===== src/sync_period_timer_map.vh =====
// constants shared by the period timer pair: widths, reset values, prescale codes
`ifndef SYNC_PERIOD_TIMER_MAP_VH
`define SYNC_PERIOD_TIMER_MAP_VH

// count and period widths
`define HALF_W          16
`define FULL_W          32
`define HALF_ZERO       16'h0000
`define HALF_ONE        16'h0001
`define FULL_ZERO       32'h00000000
`define FULL_ONE        32'h00000001

// prescale select codes (3-bit field)
`define PS_SEL_W        3
`define PS_DIV1         3'h0
`define PS_DIV2         3'h1
`define PS_DIV4         3'h2
`define PS_DIV8         3'h3
`define PS_DIV16        3'h4
`define PS_DIV32        3'h5
`define PS_DIV64        3'h6
`define PS_DIV256       3'h7

// prescale counter: last count value for each division (N - 1)
`define PS_CNT_W        8
`define PS_CNT_ZERO     8'h00
`define PS_CNT_ONE      8'h01
`define PS_LAST_DIV1    8'h00
`define PS_LAST_DIV2    8'h01
`define PS_LAST_DIV4    8'h03
`define PS_LAST_DIV8    8'h07
`define PS_LAST_DIV16   8'h0f
`define PS_LAST_DIV32   8'h1f
`define PS_LAST_DIV64   8'h3f
`define PS_LAST_DIV256  8'hff

`endif


===== src/prescale_tick.v =====
// prescaler: divides the bus clock into one-cycle timer clock ticks
`timescale 1ns/100ps
`default_nettype none
`include "sync_period_timer_map.vh"

module prescale_tick (
	input  wire                   ref_clk_i,
	input  wire                   reset_i,
	input  wire                   run_i,
	input  wire [`PS_SEL_W-1:0]   psel_i,
	output wire                   tick_o
);

	reg  [`PS_CNT_W-1:0] div_cnt_r;
	wire [`PS_CNT_W-1:0] div_last;

	// =========================================================
	// division decode
	function [`PS_CNT_W-1:0] last_count;
		input [`PS_SEL_W-1:0] sel;
		begin
			case (sel)
				`PS_DIV1:   last_count = `PS_LAST_DIV1;
				`PS_DIV2:   last_count = `PS_LAST_DIV2;
				`PS_DIV4:   last_count = `PS_LAST_DIV4;
				`PS_DIV8:   last_count = `PS_LAST_DIV8;
				`PS_DIV16:  last_count = `PS_LAST_DIV16;
				`PS_DIV32:  last_count = `PS_LAST_DIV32;
				`PS_DIV64:  last_count = `PS_LAST_DIV64;
				default:    last_count = `PS_LAST_DIV256;
			endcase
		end
	endfunction

	assign div_last = last_count(psel_i);
	// 1:1 gives a tick on every edge; N gives one per N edges
	assign tick_o   = run_i & (div_cnt_r == div_last);

	// =========================================================
	// divider counter, cleared while stopped so a restart waits a full N
	always @(posedge ref_clk_i) begin
		if (reset_i || !run_i || tick_o) begin
			div_cnt_r <= `PS_CNT_ZERO;
		end else begin
			div_cnt_r <= div_cnt_r + `PS_CNT_ONE;
		end
	end

endmodule // prescale_tick

`default_nettype wire


===== src/irq_flag_cell.v =====
// sticky interrupt flag with clear port and enable-gated request
`timescale 1ns/100ps
`default_nettype none

module irq_flag_cell (
	input  wire ref_clk_i,
	input  wire reset_i,
	input  wire set_i,
	input  wire clr_i,
	input  wire irq_enable_i,
	output reg  flag_o,
	output reg  irq_o
);

	// =========================================================
	// flag: a set in the clear cycle wins so no event is lost
	always @(posedge ref_clk_i) begin
		if (reset_i) begin
			flag_o <= 1'b0;
		end else if (set_i) begin
			flag_o <= 1'b1;
		end else if (clr_i) begin
			flag_o <= 1'b0;
		end
	end

	// request only while the enable is set
	always @(posedge ref_clk_i) begin
		if (reset_i) begin
			irq_o <= 1'b0;
		end else begin
			irq_o <= flag_o & irq_enable_i;
		end
	end

endmodule // irq_flag_cell

`default_nettype wire


===== src/sync_period_timer.v =====
// period-match timer pair: two 16-bit timers that can join into one 32-bit timer
`timescale 1ns/100ps
`default_nettype none
`include "sync_period_timer_map.vh"

module sync_period_timer (
	input  wire                  ref_clk_i,
	input  wire                  reset_i,
	// even (master) timer control
	input  wire                  even_on_i,
	input  wire                  even_clk_source_sel_i,
	input  wire                  pair_mode_sel_i,
	input  wire [`PS_SEL_W-1:0]  even_psel_i,
	// odd (slave) timer control, ignored while paired
	input  wire                  odd_on_i,
	input  wire                  odd_clk_source_sel_i,
	input  wire [`PS_SEL_W-1:0]  odd_psel_i,
	// count and period loads
	input  wire                  even_count_wr_i,
	input  wire                  odd_count_wr_i,
	input  wire                  even_period_wr_i,
	input  wire                  odd_period_wr_i,
	input  wire [`HALF_W-1:0]    even_wdata_i,
	input  wire [`HALF_W-1:0]    odd_wdata_i,
	// interrupt flag clears and enables
	input  wire                  timer_irq_clr_i,
	input  wire                  partner_irq_clr_i,
	input  wire                  timer_irq_enable_i,
	input  wire                  partner_irq_enable_i,
	// state
	output reg  [`HALF_W-1:0]    even_count_value_o,
	output reg  [`HALF_W-1:0]    odd_count_value_o,
	output reg  [`HALF_W-1:0]    even_period_value_o,
	output reg  [`HALF_W-1:0]    odd_period_value_o,
	output reg                   even_event_o,
	output reg                   odd_event_o,
	output wire                  timer_irq_flag_o,
	output wire                  partner_irq_flag_o,
	output wire                  timer_irq_o,
	output wire                  partner_irq_o
);

	// =========================================================
	// declarations
	wire                 paired;
	wire                 even_run;
	wire                 odd_run_own;
	wire                 odd_run;
	wire                 even_tick;
	wire                 odd_tick_own;
	wire                 odd_tick;
	wire [`FULL_W-1:0]   comb_count;
	wire [`FULL_W-1:0]   comb_period;
	reg  [`FULL_W-1:0]   comb_count_nxt;
	reg  [`HALF_W-1:0]   even_count_nxt;
	reg  [`HALF_W-1:0]   odd_count_nxt;
	wire                 even_match;
	wire                 odd_match;
	reg                  even_match_r;
	reg                  odd_match_r;
	wire                 even_match_new;
	wire                 odd_match_new;
	reg                  even_irq_set_r;
	reg                  odd_irq_set_r;
	wire                 even_period_nonzero;
	wire                 odd_period_nonzero;
	wire                 comb_period_nonzero;

	// =========================================================
	// helpers
	// next value of a 16-bit count on a timer clock tick
	function [`HALF_W-1:0] half_step;
		input [`HALF_W-1:0] cnt;
		input [`HALF_W-1:0] per;
		begin
			// a zero period forces the wrap even from a loaded count
			if ((cnt == per) || (per == `HALF_ZERO)) begin
				half_step = `HALF_ZERO;
			end else begin
				half_step = cnt + `HALF_ONE;
			end
		end
	endfunction

	// next value of the combined 32-bit count on a timer clock tick
	function [`FULL_W-1:0] full_step;
		input [`FULL_W-1:0] cnt;
		input [`FULL_W-1:0] per;
		begin
			// a zero combined period forces the wrap from any loaded count
			if ((cnt == per) || (per == `FULL_ZERO)) begin
				full_step = `FULL_ZERO;
			end else begin
				full_step = cnt + `FULL_ONE;
			end
		end
	endfunction

	// =========================================================
	// mode and run decode
	// only the even timer's pair bit forms the pair
	assign paired      = pair_mode_sel_i;
	// source select low means bus clock; high would be the external counter,
	// which this block does not carry, so the timer simply does not advance
	assign even_run    = even_on_i & ~even_clk_source_sel_i;
	assign odd_run_own = odd_on_i & ~odd_clk_source_sel_i & ~paired;
	// odd half follows the even controls while paired
	assign odd_run     = paired ? even_run : odd_run_own;

	// =========================================================
	// prescalers; timer clock is the bus clock itself, so no
	// synchroniser is needed and any sync select has nothing to do
	// the odd divider idles while paired, so unpairing restarts it clean
	prescale_tick u_even_ps (
		.ref_clk_i (ref_clk_i),
		.reset_i   (reset_i),
		.run_i     (even_run),
		.psel_i    (even_psel_i),
		.tick_o    (even_tick)
	);

	prescale_tick u_odd_ps (
		.ref_clk_i (ref_clk_i),
		.reset_i   (reset_i),
		.run_i     (odd_run_own),
		.psel_i    (odd_psel_i),
		.tick_o    (odd_tick_own)
	);

	// paired: both halves move on the even timer's tick
	assign odd_tick = paired ? even_tick : odd_tick_own;

	// =========================================================
	// combined view: even is the low half, odd the high half
	assign comb_count  = {odd_count_value_o, even_count_value_o};
	assign comb_period = {odd_period_value_o, even_period_value_o};

	// =========================================================
	// count next-state
	// loads win over counting; software should load only while stopped
	always @* begin
		comb_count_nxt = full_step(comb_count, comb_period);
		even_count_nxt = even_count_value_o;
		odd_count_nxt  = odd_count_value_o;
		// paired: one 32-bit step on the even tick, split into halves
		if (paired) begin
			if (even_tick) begin
				even_count_nxt = comb_count_nxt[`HALF_W-1:0];
				odd_count_nxt  = comb_count_nxt[`FULL_W-1:`HALF_W];
			end
		end else begin
			// split: each half steps on its own timer clock
			if (even_tick) begin
				even_count_nxt = half_step(even_count_value_o, even_period_value_o);
			end
			if (odd_tick) begin
				odd_count_nxt = half_step(odd_count_value_o, odd_period_value_o);
			end
		end
		// loads come last so that a load beats a tick in the same cycle
		if (even_count_wr_i) begin
			even_count_nxt = even_wdata_i;
		end
		if (odd_count_wr_i) begin
			odd_count_nxt = odd_wdata_i;
		end
	end

	// =========================================================
	// count registers; hold whenever neither a tick nor a load arrives
	// even half: low half of the pair
	always @(posedge ref_clk_i) begin
		if (reset_i) begin
			even_count_value_o <= `HALF_ZERO;
		end else begin
			even_count_value_o <= even_count_nxt;
		end
	end

	// odd half: high half of the pair, or its own 16-bit count
	always @(posedge ref_clk_i) begin
		if (reset_i) begin
			odd_count_value_o <= `HALF_ZERO;
		end else begin
			odd_count_value_o <= odd_count_nxt;
		end
	end

	// =========================================================
	// period registers; any value up to all ones is taken
	// a write while running can skip past the count and cause a late or
	// spurious match, which is why software is told to write while stopped
	always @(posedge ref_clk_i) begin
		if (reset_i) begin
			even_period_value_o <= `HALF_ZERO;
		end else if (even_period_wr_i) begin
			even_period_value_o <= even_wdata_i;
		end
	end

	// odd period: high half of the combined period while paired
	always @(posedge ref_clk_i) begin
		if (reset_i) begin
			odd_period_value_o <= `HALF_ZERO;
		end else if (odd_period_wr_i) begin
			odd_period_value_o <= odd_wdata_i;
		end
	end

	// =========================================================
	// match detection
	// the even match stands only in 16-bit mode; paired, the odd side
	// carries the combined match
	assign even_match = ~paired & even_run &
		(even_count_value_o == even_period_value_o);
	assign odd_match  = paired ?
		(even_run & (comb_count == comb_period)) :
		(odd_run & (odd_count_value_o == odd_period_value_o));

	// only a fresh match makes an event; a zero period that holds the
	// count at its match would otherwise fire on every clock
	assign even_match_new = even_match & ~even_match_r;
	assign odd_match_new  = odd_match & ~odd_match_r;

	// a zero period still matches but must not raise a flag
	assign even_period_nonzero = (even_period_value_o != `HALF_ZERO);
	assign odd_period_nonzero  = (odd_period_value_o != `HALF_ZERO);
	assign comb_period_nonzero = (comb_period != `FULL_ZERO);

	// even match history for the edge detector
	always @(posedge ref_clk_i) begin
		if (reset_i) begin
			even_match_r <= 1'b0;
		end else begin
			even_match_r <= even_match;
		end
	end

	// odd match history; paired it follows the combined match
	always @(posedge ref_clk_i) begin
		if (reset_i) begin
			odd_match_r <= 1'b0;
		end else begin
			odd_match_r <= odd_match;
		end
	end

	// =========================================================
	// timer events: one-cycle pulse one clock after the match, launched on
	// the rising edge; the single-timer half-clock variant is not carried
	always @(posedge ref_clk_i) begin
		if (reset_i) begin
			even_event_o <= 1'b0;
		end else begin
			even_event_o <= even_match_new;
		end
	end

	// odd event carries the combined match while paired
	always @(posedge ref_clk_i) begin
		if (reset_i) begin
			odd_event_o <= 1'b0;
		end else begin
			odd_event_o <= odd_match_new;
		end
	end

	// =========================================================
	// flag set requests, gated against a zero period
	// the even flag is never set while paired
	always @(posedge ref_clk_i) begin
		if (reset_i) begin
			even_irq_set_r <= 1'b0;
		end else begin
			even_irq_set_r <= even_match_new & even_period_nonzero;
		end
	end

	// odd request: the combined period decides while paired
	always @(posedge ref_clk_i) begin
		if (reset_i) begin
			odd_irq_set_r <= 1'b0;
		end else begin
			odd_irq_set_r <= odd_match_new &
				(paired ? comb_period_nonzero : odd_period_nonzero);
		end
	end

	// =========================================================
	// interrupt flags: set one clock after the event
	// a set that meets a clear in one cycle wins inside the flag cell
	irq_flag_cell u_even_flag (
		.ref_clk_i    (ref_clk_i),
		.reset_i      (reset_i),
		.set_i        (even_irq_set_r),
		.clr_i        (timer_irq_clr_i),
		.irq_enable_i (timer_irq_enable_i),
		.flag_o       (timer_irq_flag_o),
		.irq_o        (timer_irq_o)
	);

	irq_flag_cell u_odd_flag (
		.ref_clk_i    (ref_clk_i),
		.reset_i      (reset_i),
		.set_i        (odd_irq_set_r),
		.clr_i        (partner_irq_clr_i),
		.irq_enable_i (partner_irq_enable_i),
		.flag_o       (partner_irq_flag_o),
		.irq_o        (partner_irq_o)
	);

endmodule // sync_period_timer

`default_nettype wire


===== config.mk =====
export PLATFORM = sky130hd
export DESIGN_NAME = sync_period_timer
export DESIGN_NICKNAME = d
export VERILOG_FILES = /design/src/prescale_tick.v /design/src/irq_flag_cell.v /design/src/sync_period_timer.v
export VERILOG_INCLUDE_DIRS = /design/src /design/src/src
export SDC_FILE = /design/constraint.sdc
export NUM_CORES = 1
export LEC_CHECK = 0
export BUFFER_PORTS_ARGS = -buffer_cell sky130_fd_sc_hd__buf_2
export CORE_ASPECT_RATIO = 0.9
export CORE_UTILIZATION = 56
export CTS_BUF_LIST = sky130_fd_sc_hd__clkbuf_4 sky130_fd_sc_hd__clkbuf_8
export CTS_CLUSTER_SIZE = 28
export DETAILED_ROUTE_END_ITERATION = 8
export GPL_TIMING_DRIVEN = 0
export PLACE_DENSITY = 0.85
export SYNTH_ARGS = -nofsm -noshare
export SYNTH_HDL_FRONTEND = slang
export SYNTH_HIERARCHICAL = 1
export SYNTH_SLANG_ARGS = --single-unit

===== constraint.sdc =====
create_clock -name ref_clk_i -period 3.1 [get_ports ref_clk_i]
set_input_delay 0.155 -clock ref_clk_i [delete_from_list [all_inputs] [get_ports ref_clk_i]]
set_output_delay 0.155 -clock ref_clk_i [all_outputs]
set_load 0.02 [all_outputs]

* After elaboration in Yosys (flattened, before gate mapping)
Index checks and enable logic that the tools add are counted.
** Word-level totals
- Register bits after elaboration :: 90
- Output and inout port bits :: 70
- Word-level logic and storage cells :: 102
** Operators by class
- Add/sub/neg operators :: 5
- Eq/ne operators :: 18
- Muxes and demuxes :: 21
- Bitwise gates (word level) :: 20
- Reduce and logical (&&, ||, !) cells :: 22
** Operators with widths (count)
- $mux W16 :: 10
- $pmux W8 S7 :: 2
- $add A16 B1 Y16 const B :: 2
- $add A32 B1 Y32 const B :: 1
- $eq A16 B16 Y1 :: 2
- $eq A32 B32 Y1 :: 1
- $logic_not A16 Y1 :: 2
- $logic_not A32 Y1 :: 1
- $mux W32 :: 1
- $reduce_bool A16 Y1 :: 2
- $reduce_bool A32 Y1 :: 1
- $eq A3 B3 Y1 const B :: 6
- $add A8 B1 Y8 const B :: 2
- $eq A8 B8 Y1 :: 2
- $and A1 B1 Y1 :: 15
- $eq A3 B2 Y1 const B :: 4
- $mux W1 :: 8
- $logic_or A1 B1 Y1 :: 7
- $eq A3 B1 Y1 const B :: 2
- $logic_not A3 Y1 :: 2
- $reduce_bool A2 Y1 :: 3
- $not A1 Y1 :: 5
- $ne A3 B1 Y1 const B :: 1
- $reduce_bool A3 Y1 :: 1
- 2 further kinds :: 3

* Logic depth before layout (Yosys ltp)
- Depth in word-level cells :: 8
- Mapped depth :: 12
- Mapped depth without buffers :: 9

* Modules after synthesis
Netlist, hierarchy kept.
** Modules (own cells, without submodules)
- sync_period_timer :: times used 1, cells an instance 477, area each 3971.3 sq um
- prescale_tick :: times used 2, cells an instance 57, area each 489.2 sq um
- irq_flag_cell :: times used 2, cells an instance 6, area each 67.6 sq um

* Worst setup path before layout
Ideal clock, no wire load.
- Kind :: reg2reg
- From :: reg u_even_ps.div_cnt_r[4]
- To :: reg odd_count_value_o[5]
- Data arrival time :: 2.668 ns
- Path slack :: 0.367 ns
- Stages on the path, launching flop included :: 11
- Buffers on the path :: 1
- Period minus slack after synthesis :: 2.733 ns
- Cells stage by stage :: dfxtp_1 > or4_1 > o21ai_1 > a31oi_1 > a2111oi_4 > clkbuf_1 > mux2i_1 > or4_1 > a21oi_1 > a2111oi_0 > nor2_1
** Between the ends
- Longest elaborated chain between the ends :: 5
- Elaborated cells on any way between the ends :: 6
** Ends and longest elaborated chain
- start: declaration :: RTL line prescale_tick.v:14 : reg [`PS_CNT_W-1:0] div_cnt_r;
- start signal: assignment :: RTL line prescale_tick.v:43 : div_cnt_r <= `PS_CNT_ZERO;
- start signal: assignment :: RTL line prescale_tick.v:45 : div_cnt_r <= div_cnt_r + `PS_CNT_ONE;
- $eq A8 B8 Y1 (*) :: RTL line prescale_tick.v:37 : assign tick_o = run_i & (div_cnt_r == div_last);
- $and A1 B1 Y1 (*) :: RTL line prescale_tick.v:37
- net even_tick :: RTL line sync_period_timer.v:49 : wire even_tick;
- $mux W1 :: RTL line sync_period_timer.v:131 : assign odd_tick = paired ? even_tick : odd_tick_own;
- $reduce_bool A3 Y1 (no source line)
- $reduce_and A2 Y1 (no source line) (*)
- end signal: assignment :: RTL line sync_period_timer.v:183 : odd_count_value_o <= `HALF_ZERO;
- end signal: assignment :: RTL line sync_period_timer.v:185 : odd_count_value_o <= odd_count_nxt;
- end: declaration :: RTL line sync_period_timer.v:32 : output reg [`HALF_W-1:0] odd_count_value_o,
Mark *: on every way through the listed nets, which the timed path passes. The rest lies on a longest branch.
A chain may end at the register's enable or synchronous reset.

* Worst setup path after layout
- From :: reg u_even_ps.div_cnt_r[4]
- To :: reg odd_count_value_o[4]
The elaborated chain is that of the path after synthesis.

==> metrics.txt <==
outcome finished, final reports clean; R2R depth 9; All-Layer GR Usage 0.332; post-synth net total 660; Max-slew headroom 0.277; register area share after synthesis 0.354; total power 0.00277 W; largest net degree at the start of global routing 14; Final Util 0.702; crit-path max cell delay 0.53 ns; Ys Warns 6; height of the chip 92.4 um; clk sinks 90; worst clock skew 0.0135 ns; global-route wire length before repair 24.6 mm; peak supply drop 0.000290 V; Congestion Overflow GR 0; PortBufs 115; number of diodes 0; number of global-route vias before repair 5020; endpoint type of the worst setup path flip-flop; chip width 102 um; I/O pins 123; initial antenna violation count 0; Hold Crit Depth 3; Top FF cell, synth dfxtp_1; clock root buffer clkbuf_8; post-synth cell types 65; area leader, netlist dfxtp_1; worst endpoint required time 3.31 ns; Tmin final 3.01 ns; CP Class reg2reg; top cells by area, synth dfxtp_1, xor2_1, mux2i_1; Worst-Skew Late Latency 0.37 ns; DRT Wirelength 15.2 mm; Layout Nets 791; period utilization 0.972; Routed WL per cell 17.8 um; final hold violations 0; cell area after synthesis 5080 um^2; Worst path slowest cell or4_1; proportion of netlist area held by the largest area contributor 0.354; Lkg Pwr 2.70 nW; DP HPWL 11.2 mm; Post-Layout Cell Count 856; CP arrival 3.22 ns; final hold slack 0.00900 ns; clock buffer count from CTS 9; Core ar. 8690 um^2; share of cells above drive strength 1 0.236; Fmax achieved 332 MHz; slew of the pin with the lowest slew margin 1.08 ns; initial cell density of the core 0.585; Clock Path Buffers 2; Async SR Flop Fraction 0; Hold Crit Class in2reg; TritonRoute pass-1 iters 5; most frequent cell after synthesis dfxtp_1; P per Cell Area 454 nW/um^2; DIE AREA 9470 um^2; Antenna Nets Post-Route 0; Placed Cells 837; Worst setup SP type flip-flop; Cell Chain, Critical Path or4_1 -> o21ai_1 -> a31oi_1 -> a2111oi_4 -> buf_6 -> mux2i_1 -> nor2_1 -> a311oi_1 -> a2111oi_0; # setup viols final 0; GPL Wtd Cong 0.940; row count 32; number of synthesized flops with an enable pin 0; H-Tree Depth 3; Fillers 696; Total Neg Setup Slack 0 ns; Final Slew Violations 0; vias per cell 6.24; P&R area growth vs syn 20.0%; Vias 5342; Synth top cells by count dfxtp_1, nor2_1, nand2_1; clk slew on worst S/H paths 0.09 ns; crit path max fanout 10; maxcap violations 0; CTS tree built; Post-Syn Area per Cell 8.43 um^2; DRC Markers 0; 1st-iter DRT viols 573; flops & latches, synth 90; synthesized instance count 603
worst paths after layout:
| path | start | end | slack, ns |
|---|---|---|---|
| setup / recovery | u_even_ps/div_cnt_r[4] | odd_count_value_o[4] | 0.09 |
| setup reg to reg | u_even_ps/div_cnt_r[4] | odd_count_value_o[4] | 0.09 |
| hold / removal | even_wdata_i[6] | even_count_value_o[6] | 0.009 |
| hold reg to reg | even_match_r | even_event_o | 0.42 |
sequential cells by signal (all words and copies together), names as in the netlist:
signal               cells
u_odd_flag/irq_o         1
u_even_ps/div_cnt_r      8
odd_event_o              1
even_count_value_o      16
odd_irq_set_r            1
u_even_flag/flag_o       1
even_period_value_o     16
even_irq_set_r           1
odd_count_value_o       16
odd_match_r              1
even_match_r             1
u_odd_ps/div_cnt_r       8
odd_period_value_o      16
u_even_flag/irq_o        1
u_odd_flag/flag_o        1
even_event_o             1
critical path, delay by kind of cell, from the launching register on:
kind            cells  cell delay [ns]
compound gates      5             1.28
buf+inv             1             0.21
mux                 1             0.21
simple gates        2             0.81
flops               1             0.36
cell families (layout without fill, tap and decap cells):
kind of cell,after synthesis,after routing,synth area share
and+or+nand+nor,249,249,0.259
AOI/OAI and AO/OA,116,116,0.165
DFF,90,90,0.354
xor gates and xnor gates,56,56,0.0965
buffers and inverters,54,188,0.0487
muxes,34,34,0.0672
adders and majority gates,4,4,0.00984
power by group:
part | switching (W) | internal, W | leakage [nW]
combinational | 0.000312 | 0.000198 | 1.84
sequential | 0.0000942 | 0.00121 | 0.739
clock | 0.000409 | 0.000545 | 0.116
total | 0.000815 | 0.00196 | 2.70
per-stage QoR:
step / instance area (um^2) / setup WS, ns
2_1_floorplan: 5080 / 0.367
3_3_place_gp: 5810 / -0.151
3_5_place_dp: 5810 / -0.253
4_1_cts: 6060 / 0.0964
5_1_grt: 6100 / -0.00500
6_report: 6100 / 0.0861
placed cells by master, fill, tap and decap left out, drive strengths merged, types with 6 or more instances in the layout:
cell / Yosys / final
a21oi: 25 / 25
a221oi: 10 / 10
a22oi: 9 / 9
and3: 17 / 17
buf: 14 / 136
clkbuf: 20 / 29
dfxtp: 90 / 90
inv: 18 / 18
mux2i: 33 / 33
nand2: 42 / 42
nand3: 31 / 31
nor2: 71 / 71
nor3: 29 / 29
nor3b: 8 / 8
nor4: 21 / 21
o2111ai: 7 / 7
o21ai: 25 / 25
o221ai: 6 / 6
xnor2: 16 / 16
xor2: 40 / 40
layer usage:
metal | part of all wire | global-route usage | vias up
met4 | 0.028 | 0.114 | 0
met2 | 0.44 | 0.499 | 357
met5 | 0 | 0 | -
li1 | - | - | 2446
met1 | 0.41 | 0.458 | 2472
met3 | 0.12 | 0.0853 | 67
final cells by class:
class | count | area, um^2 | area share
Inverter | 18 | 67.6 | 0.0111
Buffer | 36 | 189 | 0.0310
Multi-Input combinational cell | 459 | 3050 | 0.500
Timing Repair Buffer | 120 | 613 | 0.101
Clock inverter | 3 | 90.1 | 0.0148
Tap cell | 119 | 149 | 0.0244
Clock buffer | 11 | 139 | 0.0228
Sequential cell | 90 | 1800 | 0.295
what timing repair did:
item / CTS / global route
gates resized for setup: 3 / 8
setup endpoints to repair: 26 / 10
setup buffers: 1 / 4
pin swaps: 1 / 2
hold buffers: 0 / 0
endpoints found under the hold margin: 0 / 0
Power figures use the tool's default switching activity.
